==> src/include/crg_pkg.sv <==
// Register map, field layout and carrier types of the codec routing and gain bank
package crg_pkg;

  // APB byte addresses of the two shared sub-register addresses
  localparam logic [7:0] GAIN_ADDR = 8'h14;
  localparam logic [7:0] ROUTE_ADDR = 8'h18;
  // Read-only aliases that show each sub-register without a prior select write
  localparam logic [7:0] DAC_VIEW_ADDR = 8'h20;
  localparam logic [7:0] SIDE_VIEW_ADDR = 8'h24;
  localparam logic [7:0] SPK_VIEW_ADDR = 8'h28;
  localparam logic [7:0] IN_VIEW_ADDR = 8'h2C;
  localparam logic [7:0] OUT_VIEW_ADDR = 8'h30;

  // Sub-register tags in D7-D6 of the gain address
  localparam logic [1:0] TAG_UNUSED = 2'h0;
  localparam logic [1:0] TAG_DAC = 2'h1;
  localparam logic [1:0] TAG_SIDE = 2'h2;
  localparam logic [1:0] TAG_SPK = 2'h3;
  // Sub-register tags in D7 of the routing address
  localparam logic TAG_IN = 1'b0;
  localparam logic TAG_OUT = 1'b1;

  // Field positions inside the written byte
  localparam int GAIN_TAG_LSB = 6;
  localparam int ROUTE_TAG_BIT = 7;
  localparam int DAC_LSB = 0;
  localparam int ANA_SIDE_LSB = 3;
  localparam int DIG_SIDE_LSB = 0;
  localparam int SPK_LSB = 4;
  localparam int SPK_RSVD_LSB = 0;
  localparam int OUT_RSVD_BIT = 6;

  // Field widths
  localparam int DAC_W = 6;
  localparam int SIDE_W = 3;
  localparam int SPK_W = 2;
  localparam int RSVD_W = 4;
  localparam int IN_W = 7;
  localparam int OUT_W = 6;
  localparam int ATTEN_W = 8;

  // Reset values
  localparam logic [DAC_W-1:0] DAC_RST = 6'h00;
  localparam logic [SIDE_W-1:0] SIDE_RST = 3'h0;
  localparam logic [SPK_W-1:0] SPK_RST = 2'h0;
  localparam logic [RSVD_W-1:0] RSVD_RST = 4'h0;
  localparam logic [IN_W-1:0] IN_RST = 7'h00;
  localparam logic [OUT_W-1:0] OUT_RST = 6'h00;

  // Attenuation decoders, in 0.5 dB units: DAC, analog sidetone, digital sidetone
  localparam int DEC_N = 3;
  localparam int DAC_BASE = 0;
  localparam int DAC_STEP = 3;
  localparam int SIDE_BASE = 18;
  localparam int SIDE_STEP = 6;

  typedef struct packed {
    logic headset_loopback;
    logic handset_loopback;
    logic caller_input_sel;
    logic line_input_sel;
    logic microphone_input_sel;
    logic handset_input_sel;
    logic headset_input_sel;
  } crg_in_route_s;

  typedef struct packed {
    logic sidetone_to_headset;
    logic sidetone_to_handset;
    logic speaker_output_sel;
    logic line_output_sel;
    logic handset_output_sel;
    logic headset_output_sel;
  } crg_out_route_s;

  typedef struct packed {
    logic [ATTEN_W-1:0] atten_half_db;
    logic mute;
  } crg_atten_s;

endpackage

==> src/hdl/crg_step_dec.sv <==
// Registered decoder from a gain code to attenuation in half-dB steps
`timescale 1ns/1ps
module crg_step_dec #(
  parameter int CODE_W = 3,
  parameter int BASE = 18,
  parameter int STEP = 6,
  parameter bit MUTE_EN = 1'b1
) (
  input wire logic clock_i,
  input wire logic rst_n_i,
  input wire logic [CODE_W-1:0] code_i,
  output crg_pkg::crg_atten_s atten_o
);

  initial begin
    if (BASE + (2**CODE_W - 1) * STEP >= 2**crg_pkg::ATTEN_W) begin
      $error("crg_step_dec: attenuation range exceeds output width");
    end
  end

  crg_pkg::crg_atten_s state;
  crg_pkg::crg_atten_s next_state;

  always_comb begin
    next_state.atten_half_db = crg_pkg::ATTEN_W'(BASE + int'(code_i) * STEP);
    next_state.mute = MUTE_EN && (&code_i);
  end

  always_ff @(posedge clock_i or negedge rst_n_i) begin
    if (!rst_n_i) begin
      state <= '0;
    end else begin
      state <= next_state;
    end
  end

  assign atten_o = state;

endmodule

==> src/hdl/crg_regs.sv <==
// APB register bank for codec sidetone, speaker, DAC gain and analog routing
// Operation
// - DAC gain code 0 gives 0 dB, each step adds 1.5 dB attenuation.
// - Analog sidetone D5-D3: 000 is -9 dB, 3 dB steps, 111 mutes.
// - Digital sidetone D2-D0: 000 is -9 dB, 3 dB steps, 111 mutes.
// - Speaker gain D5-D4 resets 00, codes select 0 to 3 dB gain.
// - Input routing D6 loops headset input to headset output; resets zero.
// - Input routing D5 loops handset input to handset output; resets zero.
// - Input routing D4 routes caller ID input to ADC; resets zero.
// - Input routing D3 routes line input to ADC; resets zero.
// - Input routing D2 routes microphone input to ADC; resets zero.
// - Input routing D1 routes handset input to ADC; resets zero.
// - Input routing D0 routes headset input to ADC; resets zero.
// - Speaker register D3-D0 are reserved, reset to 0000.
// - Output routing D5/D4 send analog sidetone to headset/handset; reset zero.
// - Output routing D3 connects DAC to speaker driver; resets zero.
// - Output routing D2 connects DAC to line driver; resets zero.
// - Output routing D1/D0 connect DAC to handset/headset driver; reset zero.
`timescale 1ns/1ps
module crg_regs #(
  parameter int ADDR_W = 8
) (
  input wire logic clock_i,
  input wire logic rst_n_i,
  input wire logic psel_i,
  input wire logic penable_i,
  input wire logic pwrite_i,
  input wire logic [ADDR_W-1:0] paddr_i,
  input wire logic [31:0] pwdata_i,
  input wire logic [3:0] pstrb_i,
  output logic [31:0] prdata_o,
  output logic pready_o,
  output logic pslverr_o,
  output crg_pkg::crg_in_route_s in_route_o,
  output crg_pkg::crg_out_route_s out_route_o,
  output crg_pkg::crg_atten_s dac_atten_o,
  output crg_pkg::crg_atten_s analog_side_o,
  output crg_pkg::crg_atten_s digital_side_o,
  output logic [crg_pkg::SPK_W-1:0] speaker_gain_code_o
);

  initial begin
    if (ADDR_W < 8) begin
      $error("crg_regs: ADDR_W must cover the register map");
    end
  end

  typedef struct packed {
    logic [crg_pkg::DAC_W-1:0] dac_gain;
    logic [crg_pkg::SIDE_W-1:0] analog_side_gain;
    logic [crg_pkg::SIDE_W-1:0] digital_side_gain;
    logic [crg_pkg::SPK_W-1:0] speaker_gain_code;
    logic [crg_pkg::RSVD_W-1:0] speaker_rsvd;
    crg_pkg::crg_in_route_s in_route;
    crg_pkg::crg_out_route_s out_route;
    logic [1:0] gain_rd_tag;
    logic route_rd_tag;
    logic [31:0] rdata;
    logic slverr;
  } crg_state_s;

  crg_state_s state;
  crg_state_s next_state;

  logic setup_phase;
  logic access_wr;
  logic byte0_wr;
  logic [7:0] wbyte;
  logic [7:0] addr8;
  logic [1:0] gain_tag;
  logic route_tag;
  logic [7:0] dac_byte;
  logic [7:0] side_byte;
  logic [7:0] spk_byte;
  logic [7:0] in_byte;
  logic [7:0] out_byte;
  logic [7:0] gain_byte;
  logic [7:0] route_byte;
  logic [7:0] rd_byte;
  logic addr_hit;
  logic addr_ro;

  assign setup_phase = psel_i && !penable_i;
  // A write lands only at the access edge, when the master samples pready
  assign access_wr = psel_i && penable_i && pwrite_i;
  // All fields live in lane 0; a write without that lane changes nothing
  assign byte0_wr = access_wr && pstrb_i[0];
  assign wbyte = pwdata_i[7:0];
  assign addr8 = paddr_i[7:0];
  assign gain_tag = wbyte[crg_pkg::GAIN_TAG_LSB +: 2];
  assign route_tag = wbyte[crg_pkg::ROUTE_TAG_BIT];

  // Read images carry their tag bits so a read byte can be written back as is
  always_comb begin
    dac_byte = '0;
    dac_byte[crg_pkg::GAIN_TAG_LSB +: 2] = crg_pkg::TAG_DAC;
    dac_byte[crg_pkg::DAC_LSB +: crg_pkg::DAC_W] = state.dac_gain;
    side_byte = '0;
    side_byte[crg_pkg::GAIN_TAG_LSB +: 2] = crg_pkg::TAG_SIDE;
    side_byte[crg_pkg::ANA_SIDE_LSB +: crg_pkg::SIDE_W] = state.analog_side_gain;
    side_byte[crg_pkg::DIG_SIDE_LSB +: crg_pkg::SIDE_W] = state.digital_side_gain;
    spk_byte = '0;
    spk_byte[crg_pkg::GAIN_TAG_LSB +: 2] = crg_pkg::TAG_SPK;
    spk_byte[crg_pkg::SPK_LSB +: crg_pkg::SPK_W] = state.speaker_gain_code;
    spk_byte[crg_pkg::SPK_RSVD_LSB +: crg_pkg::RSVD_W] = state.speaker_rsvd;
    in_byte = '0;
    in_byte[crg_pkg::ROUTE_TAG_BIT] = crg_pkg::TAG_IN;
    in_byte[crg_pkg::IN_W-1:0] = state.in_route;
    out_byte = '0;
    out_byte[crg_pkg::ROUTE_TAG_BIT] = crg_pkg::TAG_OUT;
    out_byte[crg_pkg::OUT_RSVD_BIT] = 1'b0;
    out_byte[crg_pkg::OUT_W-1:0] = state.out_route;
  end

  // The shared addresses read back the sub-register last selected by a write
  always_comb begin
    unique case (state.gain_rd_tag)
      crg_pkg::TAG_DAC: gain_byte = dac_byte;
      crg_pkg::TAG_SIDE: gain_byte = side_byte;
      crg_pkg::TAG_SPK: gain_byte = spk_byte;
      default: gain_byte = 8'h00;
    endcase
    route_byte = state.route_rd_tag ? out_byte : in_byte;
  end

  always_comb begin
    addr_hit = 1'b1;
    addr_ro = 1'b0;
    rd_byte = 8'h00;
    unique case (addr8)
      crg_pkg::GAIN_ADDR: rd_byte = gain_byte;
      crg_pkg::ROUTE_ADDR: rd_byte = route_byte;
      crg_pkg::DAC_VIEW_ADDR: begin
        rd_byte = dac_byte;
        addr_ro = 1'b1;
      end
      crg_pkg::SIDE_VIEW_ADDR: begin
        rd_byte = side_byte;
        addr_ro = 1'b1;
      end
      crg_pkg::SPK_VIEW_ADDR: begin
        rd_byte = spk_byte;
        addr_ro = 1'b1;
      end
      crg_pkg::IN_VIEW_ADDR: begin
        rd_byte = in_byte;
        addr_ro = 1'b1;
      end
      crg_pkg::OUT_VIEW_ADDR: begin
        rd_byte = out_byte;
        addr_ro = 1'b1;
      end
      default: addr_hit = 1'b0;
    endcase
    if (ADDR_W > 8 && paddr_i[ADDR_W-1:0] != ADDR_W'(addr8)) begin
      addr_hit = 1'b0;
    end
  end

  always_comb begin
    next_state = state;
    // Read data and error are captured in the setup cycle, so both come from flops
    if (setup_phase) begin
      next_state.rdata = pwrite_i ? 32'h0000_0000 : {24'h00_0000, rd_byte};
      next_state.slverr = !addr_hit || (pwrite_i && addr_ro);
    end
    if (byte0_wr && addr_hit && !addr_ro) begin
      if (addr8 == crg_pkg::GAIN_ADDR) begin
        next_state.gain_rd_tag = gain_tag;
        unique case (gain_tag)
          crg_pkg::TAG_DAC: begin
            next_state.dac_gain = wbyte[crg_pkg::DAC_LSB +: crg_pkg::DAC_W];
          end
          crg_pkg::TAG_SIDE: begin
            next_state.analog_side_gain = wbyte[crg_pkg::ANA_SIDE_LSB +: crg_pkg::SIDE_W];
            next_state.digital_side_gain = wbyte[crg_pkg::DIG_SIDE_LSB +: crg_pkg::SIDE_W];
          end
          crg_pkg::TAG_SPK: begin
            next_state.speaker_gain_code = wbyte[crg_pkg::SPK_LSB +: crg_pkg::SPK_W];
            next_state.speaker_rsvd = wbyte[crg_pkg::SPK_RSVD_LSB +: crg_pkg::RSVD_W];
          end
          default: begin
            // No sub-register behind this tag here; the write is dropped
          end
        endcase
      end else begin
        next_state.route_rd_tag = route_tag;
        if (route_tag == crg_pkg::TAG_OUT) begin
          // D6 is not stored at all, so it can never read back as one
          next_state.out_route = wbyte[crg_pkg::OUT_W-1:0];
        end else begin
          next_state.in_route = wbyte[crg_pkg::IN_W-1:0];
        end
      end
    end
  end

  always_ff @(posedge clock_i or negedge rst_n_i) begin
    if (!rst_n_i) begin
      state.dac_gain <= crg_pkg::DAC_RST;
      state.analog_side_gain <= crg_pkg::SIDE_RST;
      state.digital_side_gain <= crg_pkg::SIDE_RST;
      state.speaker_gain_code <= crg_pkg::SPK_RST;
      state.speaker_rsvd <= crg_pkg::RSVD_RST;
      state.in_route <= crg_pkg::IN_RST;
      state.out_route <= crg_pkg::OUT_RST;
      state.gain_rd_tag <= crg_pkg::TAG_UNUSED;
      state.route_rd_tag <= crg_pkg::TAG_IN;
      state.rdata <= 32'h0000_0000;
      state.slverr <= 1'b0;
    end else begin
      state <= next_state;
    end
  end

  // Zero wait states: every access phase completes in its first cycle
  assign pready_o = 1'b1;
  assign prdata_o = state.rdata;
  assign pslverr_o = state.slverr && psel_i && penable_i;

  assign in_route_o = state.in_route;
  assign out_route_o = state.out_route;
  assign speaker_gain_code_o = state.speaker_gain_code;

  // Three code-to-attenuation decoders share one registered structure
  localparam int DEC_CW [crg_pkg::DEC_N] = '{crg_pkg::DAC_W, crg_pkg::SIDE_W, crg_pkg::SIDE_W};
  localparam int DEC_BASE [crg_pkg::DEC_N] = '{crg_pkg::DAC_BASE, crg_pkg::SIDE_BASE, crg_pkg::SIDE_BASE};
  localparam int DEC_STEP [crg_pkg::DEC_N] = '{crg_pkg::DAC_STEP, crg_pkg::SIDE_STEP, crg_pkg::SIDE_STEP};
  localparam bit DEC_MUTE [crg_pkg::DEC_N] = '{1'b0, 1'b1, 1'b1};

  logic [crg_pkg::DAC_W-1:0] dec_code [crg_pkg::DEC_N];
  crg_pkg::crg_atten_s dec_out [crg_pkg::DEC_N];

  assign dec_code[0] = state.dac_gain;
  assign dec_code[1] = crg_pkg::DAC_W'(state.analog_side_gain);
  assign dec_code[2] = crg_pkg::DAC_W'(state.digital_side_gain);

  for (genvar g = 0; g < crg_pkg::DEC_N; g++) begin : gen_dec
    crg_step_dec #(
      .CODE_W(DEC_CW[g]),
      .BASE(DEC_BASE[g]),
      .STEP(DEC_STEP[g]),
      .MUTE_EN(DEC_MUTE[g])
    ) u_dec (
      .clock_i(clock_i),
      .rst_n_i(rst_n_i),
      .code_i(dec_code[g][DEC_CW[g]-1:0]),
      .atten_o(dec_out[g])
    );
  end

  assign dac_atten_o = dec_out[0];
  assign analog_side_o = dec_out[1];
  assign digital_side_o = dec_out[2];

endmodule

==> config.mk <==
export PLATFORM = sky130hd
export DESIGN_NAME = crg_regs
export DESIGN_NICKNAME = d
export VERILOG_FILES = /design/src/include/crg_pkg.sv /design/src/hdl/crg_step_dec.sv /design/src/hdl/crg_regs.sv
export SDC_FILE = /design/constraint.sdc
export NUM_CORES = 1
export LEC_CHECK = 0
export BUFFER_PORTS_ARGS = -buffer_cell sky130_fd_sc_hd__buf_2
export CORE_ASPECT_RATIO = 1.4
export CORE_MARGIN = 3
export CORE_UTILIZATION = 25
export DETAILED_ROUTE_END_ITERATION = 7
export PLACE_DENSITY = 0.45
export SETUP_SLACK_MARGIN = 0.2
export SLEW_MARGIN = 20
export SYNTH_ARGS = -nofsm -noshare
export SYNTH_HDL_FRONTEND = slang
export SYNTH_SLANG_ARGS = --single-unit
==> constraint.sdc <==
create_clock -name clock_i -period 1.9 [get_ports clock_i]
set_clock_uncertainty 0.05 [all_clocks]
set_input_delay 0.38 -clock clock_i [delete_from_list [all_inputs] [get_ports clock_i]]
set_output_delay 0.38 -clock clock_i [all_outputs]
set_load 0.01 [all_outputs]
==> summary.txt, run 1 <==
CTS sink cnt -> 65
Max FO, Critical Path -> 6
GRT Util Overall -> 12.21%
Finish-stage setup viols -> 0
ys flop type -> dfrtp_1
RSZ-0062 raised after global routing -> yes
Syn Area/Cell -> 11.32 um2
CP Buf/Inv Count -> 2
Area growth syn-to-layout -> 30.59%
asr flop ratio synth -> 100.0%
Switching Fraction -> 22.92%
first-pass GRT wire length -> 14920 um
power density over the cells -> 641.1 nW/um2
MaxCap Viol Count -> 0
remaining antenna violation count after routing -> 0
CTS buffer count -> 9
GP Congestion -> 0.7944
Fin. Hold Viols -> 0
Initial Util -> 25.63%
Netlist Area Pre-Place -> 3735 um2
Highest Clock Rate -> 543.2 MHz
num ports -> 125
final core occ -> 33.47%
met3 GRT Util -> 3.003%
Seq cells post-synth -> 65
Seq pwr share -> 44.7%
CP top delay family -> simple AND/OR/NAND/NOR gates
worst r2r src -> dec_code[7]
CTS tree -> done
crit path cell chain -> buf_6, or4_4, nor4_4, and3_4, buf_12, mux2_4
core area -> 14570 um2
fin. max-slew vios -> 0
grt total ovfl -> 0
CP Data Required Time -> 2060 ps
drt total wl -> 9967 um
met2 usage -> 21.74%
htree depth -> 3
die height -> 150.6 um
Internal -> 0.002410 W
DIE AREA -> 16460 um2
slowest stage delay, CP -> 570 ps
clk buf depth -> 2
CP endpoint kind -> flop
largest net degree at the start of global routing -> 37
gr busiest metal -> met2
CP Launch Type -> input port
DRC errors left -> 0
Slowest-stage cell, CP -> or4_4
CP Launch Point -> paddr_i[1]
peak supply drop -> 0.2820 mV
Crit Path Category -> in -> reg
Final #Nets -> 491
combinational power share -> 6.6%
Ys Warns -> 0
ant diodes -> 0
worst hold start -> pwdata_i[4]
LEAKAGE -> 2.428 nW
Tmin final -> 1841 ps
worst min path class -> in -> reg
WP data arrival -> 2000 ps
fin crit share -> 96.88%
most common cell after layout, fill and taps aside -> buf_2
vias per cell -> 4.367
commonest cells after routing, fill and taps aside -> 67 x buf_2, 62 x dfrtp_1, 39 x buf_4
row count -> 52
initial drt markers -> 61
Layout Cell Area excl Fill -> 4877 um2
Clock transition at path regs -> 50 ps
share of layout cells above drive strength 1 -> 46.85%
met1 usage -> 13.25%
status -> finished clean
initial antenna violation count -> 0
Post-synth EDFFs -> 0
Placed Instance Area -> 4384 um2
Clk Latency, worst-skew pair -> 330 ps
clock power share -> 48.7%
TritonRoute pass-1 iters -> 4
DPL Wire Length -> 7528 um
DR vias -> 2699
WL/cell -> 16.13 um
Chip Width -> 109.3 um
vias in the first global route -> 2772
register area share after synthesis -> 43.55%
Port Buf Inserts -> 67
Root Buffer -> clkbuf_16
Post-Syn Instances -> 330
P_sw -> 0.0007166 W
synth unique cells -> 43
cell type report:
cell class,instances,area [um2]
repair buffers,116,757.0
flip-flops and latches,65,1630
inverters,16,62.56
clock inverters,3,15.01
fillers,1483,9697
well taps,189,236.5
clock buffers,13,260.3
multi-input cells,216,1916
cell families after synthesis:
group,count (synthesis),synth area share (%)
fa+ha+maj,18,6.633
xor+xnor,14,3.283
other cells,2,0.2011
flops,65,43.55
compound gates,56,11.46
buf+inv,77,13.37
mux,42,12.56
simple gates,56,8.945
registers in the layout (all words and copies together), names as in the netlist:
name and count:
speaker_gain_code_o 2, prdata_o 8, dac_byte 6, in_route_o 7
state 4, spk_byte 4, out_route_o 6, gen_dec.u_dec.atten_o 22
dec_code 6
what timing repair did:
item | CTS | global route
hold buffers | 1 | 0
resized for setup | 16 | 21
pin swaps | 7 | 8
setup endpoints to repair | 45 | 49
cloned | 0 | 1
endpoints found under the hold margin | 16 | 0
buffers inserted | 5 | 2
Yosys cell counts (4+ instances only):
cell type | n | share of area, %
xnor2_1 | 10 | 2.3
nand3b_1 | 4 | 0.80
mux2_2 | 39 | 12
ha_1 | 15 | 5.0
o21ai_0 | 8 | 1.1
nor2_1 | 5 | 0.50
nand2b_1 | 7 | 1.2
xor2_1 | 4 | 0.94
nor3_1 | 4 | 0.54
inv_1 | 16 | 1.6
nor2b_1 | 5 | 0.84
a21oi_1 | 8 | 1.1
a221oi_1 | 5 | 1.2
buf_4 | 56 | 11
nand2_1 | 16 | 1.6
a22o_1 | 9 | 2.1
clkbuf_1 | 4 | 0.40
a32oi_1 | 9 | 2.1
dfrtp_1 | 65 | 44
power groups by stage:
stage | Sequential, W | Clock, W | Combinational, W
final | 0.00140 | 0.00152 | 0.000206
after global routing | 0.00140 | 0.00162 | 0.000230
after CTS | 0.00140 | 0.00157 | 0.000206
after detailed placement | 0.00142 | 0 | 0.000198
after global placement | 0.00142 | 0 | 0.000197
after floorplan | 0.00142 | 0 | 0.000129
path summary, 6_finish.rpt:
path	cells past startpoint	slack, ps	end
worst min-delay path	2	310	speaker_gain_code_o[0]
worst min register to register	2	430	prdata_o[6]
worst max-delay path	6	60	spk_byte[0]
worst max register to register	5	90	gen_dec[1].u_dec.atten_o[5]
min in group asynchronous	2	470	gen_dec[2].u_dec.atten_o[3]
max in group asynchronous	3	780	dec_code[7]
routing by layer:
metal	share of wire, %	wire length (um)
met2	54	5360
met3	5.3	528
met5	0	0
met4	2.5	253
met1	38	3824
stage by stage:
stage	setup TNS (ps)	cells	setup WS, ps	power (W)	hold WS (ps)
finish	0	618	59.21	0.003127	313.7
global route	0	618	37.87	0.003247	326.7
global placement	-10360	593	-359.5	0.001618	290.2
floorplan	-3331	358	-227.9	0.001549	34.41
detailed placement	-10790	593	-375.5	0.001619	292.1
CTS	0	615	65.30	0.003174	309.4
(Power assumes the default switching activity.)
==> run 2: changes to the inputs <==
PLACE_DENSITY = 0.43   (was 0.45)
clock period = 2.3 ns   (was 1.9 ns; I/O delays follow)
==> run 2 against run 1 <==
  * Non-clock buffer count is 33 lower
  * Register-to-register slack better by 310 ps
  * Cell area is 8.8% lower
  * Sequential power is 18% lower
  * Combinational power is 29% lower
  * Global-route usage is 0.42 points lower
  * Total power is 14% lower
  * Count of clock-buffer cells in the layout is 1 lower
  * Die area stayed put
  * Critical path type unchanged
  * Highest routed layer unchanged
==> summary.txt, run 2 (synthesis gave the netlist of run 1 again) <==
peak supply drop -> 0.2378 mV (-16%)
ant diodes -> 0 (unchanged)
LEAKAGE -> 2.210 nW (-9.0%)
TNS Setup -> 0 ps (unchanged)
remaining antenna violation count after routing -> 0 (unchanged)
largest net degree at the start of global routing -> 66 (+78%)
Clk Latency, worst-skew pair -> 330 ps (about the same)
Chip Width -> 109.3 um (unchanged)
RSZ-0062 raised after global routing -> no
Max FO, Critical Path -> 6 (unchanged)
number of flip-flops in the largest register -> 22 (unchanged)
WL met3 -> 473 um (-10%)
DRC errors left -> 0 (unchanged)
row count -> 52 (unchanged)
CTS hold repair buffers -> 0 (-1)
Area growth syn-to-layout -> 19.13%
initial drt markers -> 98 (+61%)
MaxCap Viol Count -> 0 (unchanged)
final core occ -> 30.53% (-2.9 points)
Highest Clock Rate -> 514.1 MHz
num ports -> 125 (unchanged)
die height -> 150.6 um (unchanged)
grt total ovfl -> 0 (unchanged)
Layout Cell Area excl Fill -> 4449 um2 (-8.8%)
CTS sink cnt -> 65 (unchanged)
Max Used Layer -> met4
total power -> 0.002675 W (-14%)
CTS tree -> done
worst-margin pin slew -> 732.0 ps
core area -> 14570 um2 (unchanged)
Placed Instance Area -> 4153 um2 (-5.3%)
CP Launch Type -> input port
Fin. Hold Viols -> 0 (unchanged)
placed cell count -> 569 (-4.0%)
most common cell after layout, fill and taps aside -> buf_2
Metal-1 WL -> 3679 um (-3.8%)
initial antenna violation count -> 0 (unchanged)
Met2 Wirelength -> 4751 um (-11%)
Crit Path Category -> in -> reg
DR vias -> 2522 (-6.6%)
WP data arrival -> 2110 ps (+110 ps)
first-pass GRT wire length -> 14450 um (-3.2%)
DPL Wire Length -> 6974 um (-7.4%)
Clock transition at path regs -> 50 ps (about the same)
power density over the cells -> 601.2 nW/um2 (-6.2%)
Root Buffer -> clkbuf_16
status -> finished clean
CTS buffer count -> 9 (unchanged)
share of layout cells above drive strength 1 -> 36.46% (-10 points)
GP Congestion -> 0.7487 (-5.8%)
vias in the first global route -> 2668 (-3.8%)
vias per cell -> 4.318 (-1.1%)
fin crit share -> 84.57%
commonest cells after routing, fill and taps aside -> 67 x buf_2, 65 x dfrtp_1, 33 x mux2_2
CP Data Required Time -> 2460 ps (+400 ps)
worst min path class -> in -> async
WL/cell -> 15.59 um (-3.3%)
DIE AREA -> 16460 um2 (unchanged)
Tmin final -> 1945 ps
Initial Util -> 25.63% (unchanged)
Layout Cells excl Fill -> 584 (-5.5%)
clk buf depth -> 2 (unchanged)
Slew HR -> 50.87%
# Post-CTS Setup Buffers -> 0 (-5)
htree depth -> 3 (unchanged)
TritonRoute pass-1 iters -> 6 (+2)
drt total wl -> 9106 um (-8.6%)
Final #Nets -> 458 (-6.7%)
Port Buf Inserts -> 67 (unchanged)
CP endpoint kind -> flop
CTS resizes -> 0 (-16)
fin. max-slew vios -> 0 (unchanged)
Finish-stage setup viols -> 0 (unchanged)
GRT Util Overall -> 11.79% (-0.42 points)
-- run 2: layout make-up --
class	instances	area (um2)
clock buffers	12	256.5
clock inverters	3	40.04
fillers	1531	10120
inverters	16	60.06
multi-input cells	216	1749
flip-flops and latches	65	1627
well taps	189	236.5
repair buffers	83	480.5
-- run 2: per-stage QoR --
step | hold WS [ps] | setup slack (ps)
2_1_floorplan | 114.4 | 91.93
3_3_place_gp | 419.3 | 32.87
3_5_place_dp | 421.1 | -9.122
4_1_cts | 102.6 | 346.5
5_1_grt | 115.7 | 284.3
6_report | 77.65 | 355.0
-- run 2: final timing paths --
kind | to | start | slack [ps] | depth (start not counted)
max | dec_code[6] | paddr_i[1] | 360 | 6
min | gen_dec[2].u_dec.atten_o[0] | rst_n_i | 80 | 2
max reg2reg | gen_dec[2].u_dec.atten_o[5] | dec_code[1] | 400 | 5
min reg2reg | gen_dec[0].u_dec.atten_o[1] | dac_byte[0] | 430 | 0
max in group asynchronous | out_route_o[4] | rst_n_i | 1810 | 2
min in group clock_i | spk_byte[3] | pwdata_i[3] | 390 | 2
-- run 2: per-layer routing --
layer	global-route usage, %	up-vias
li1	-	1200
met1	13.62	1210
met2	20.45	97
met3	2.917	15
met4	5.115	0
met5	0	-
-- run 2: power breakdown --
group | switching [W] | internal, W
Combinational | 0.000103 | 0.0000427
Clock | 0.000486 | 0.000888
Sequential | 0.00000447 | 0.00115
-- run 2: worst max-delay path, cell delays in order --
cell and delay (ps):
buf_2 100, or4_4 600, nor4_4 220, buf_4 190, nand3b_2 200, mux2_2 340
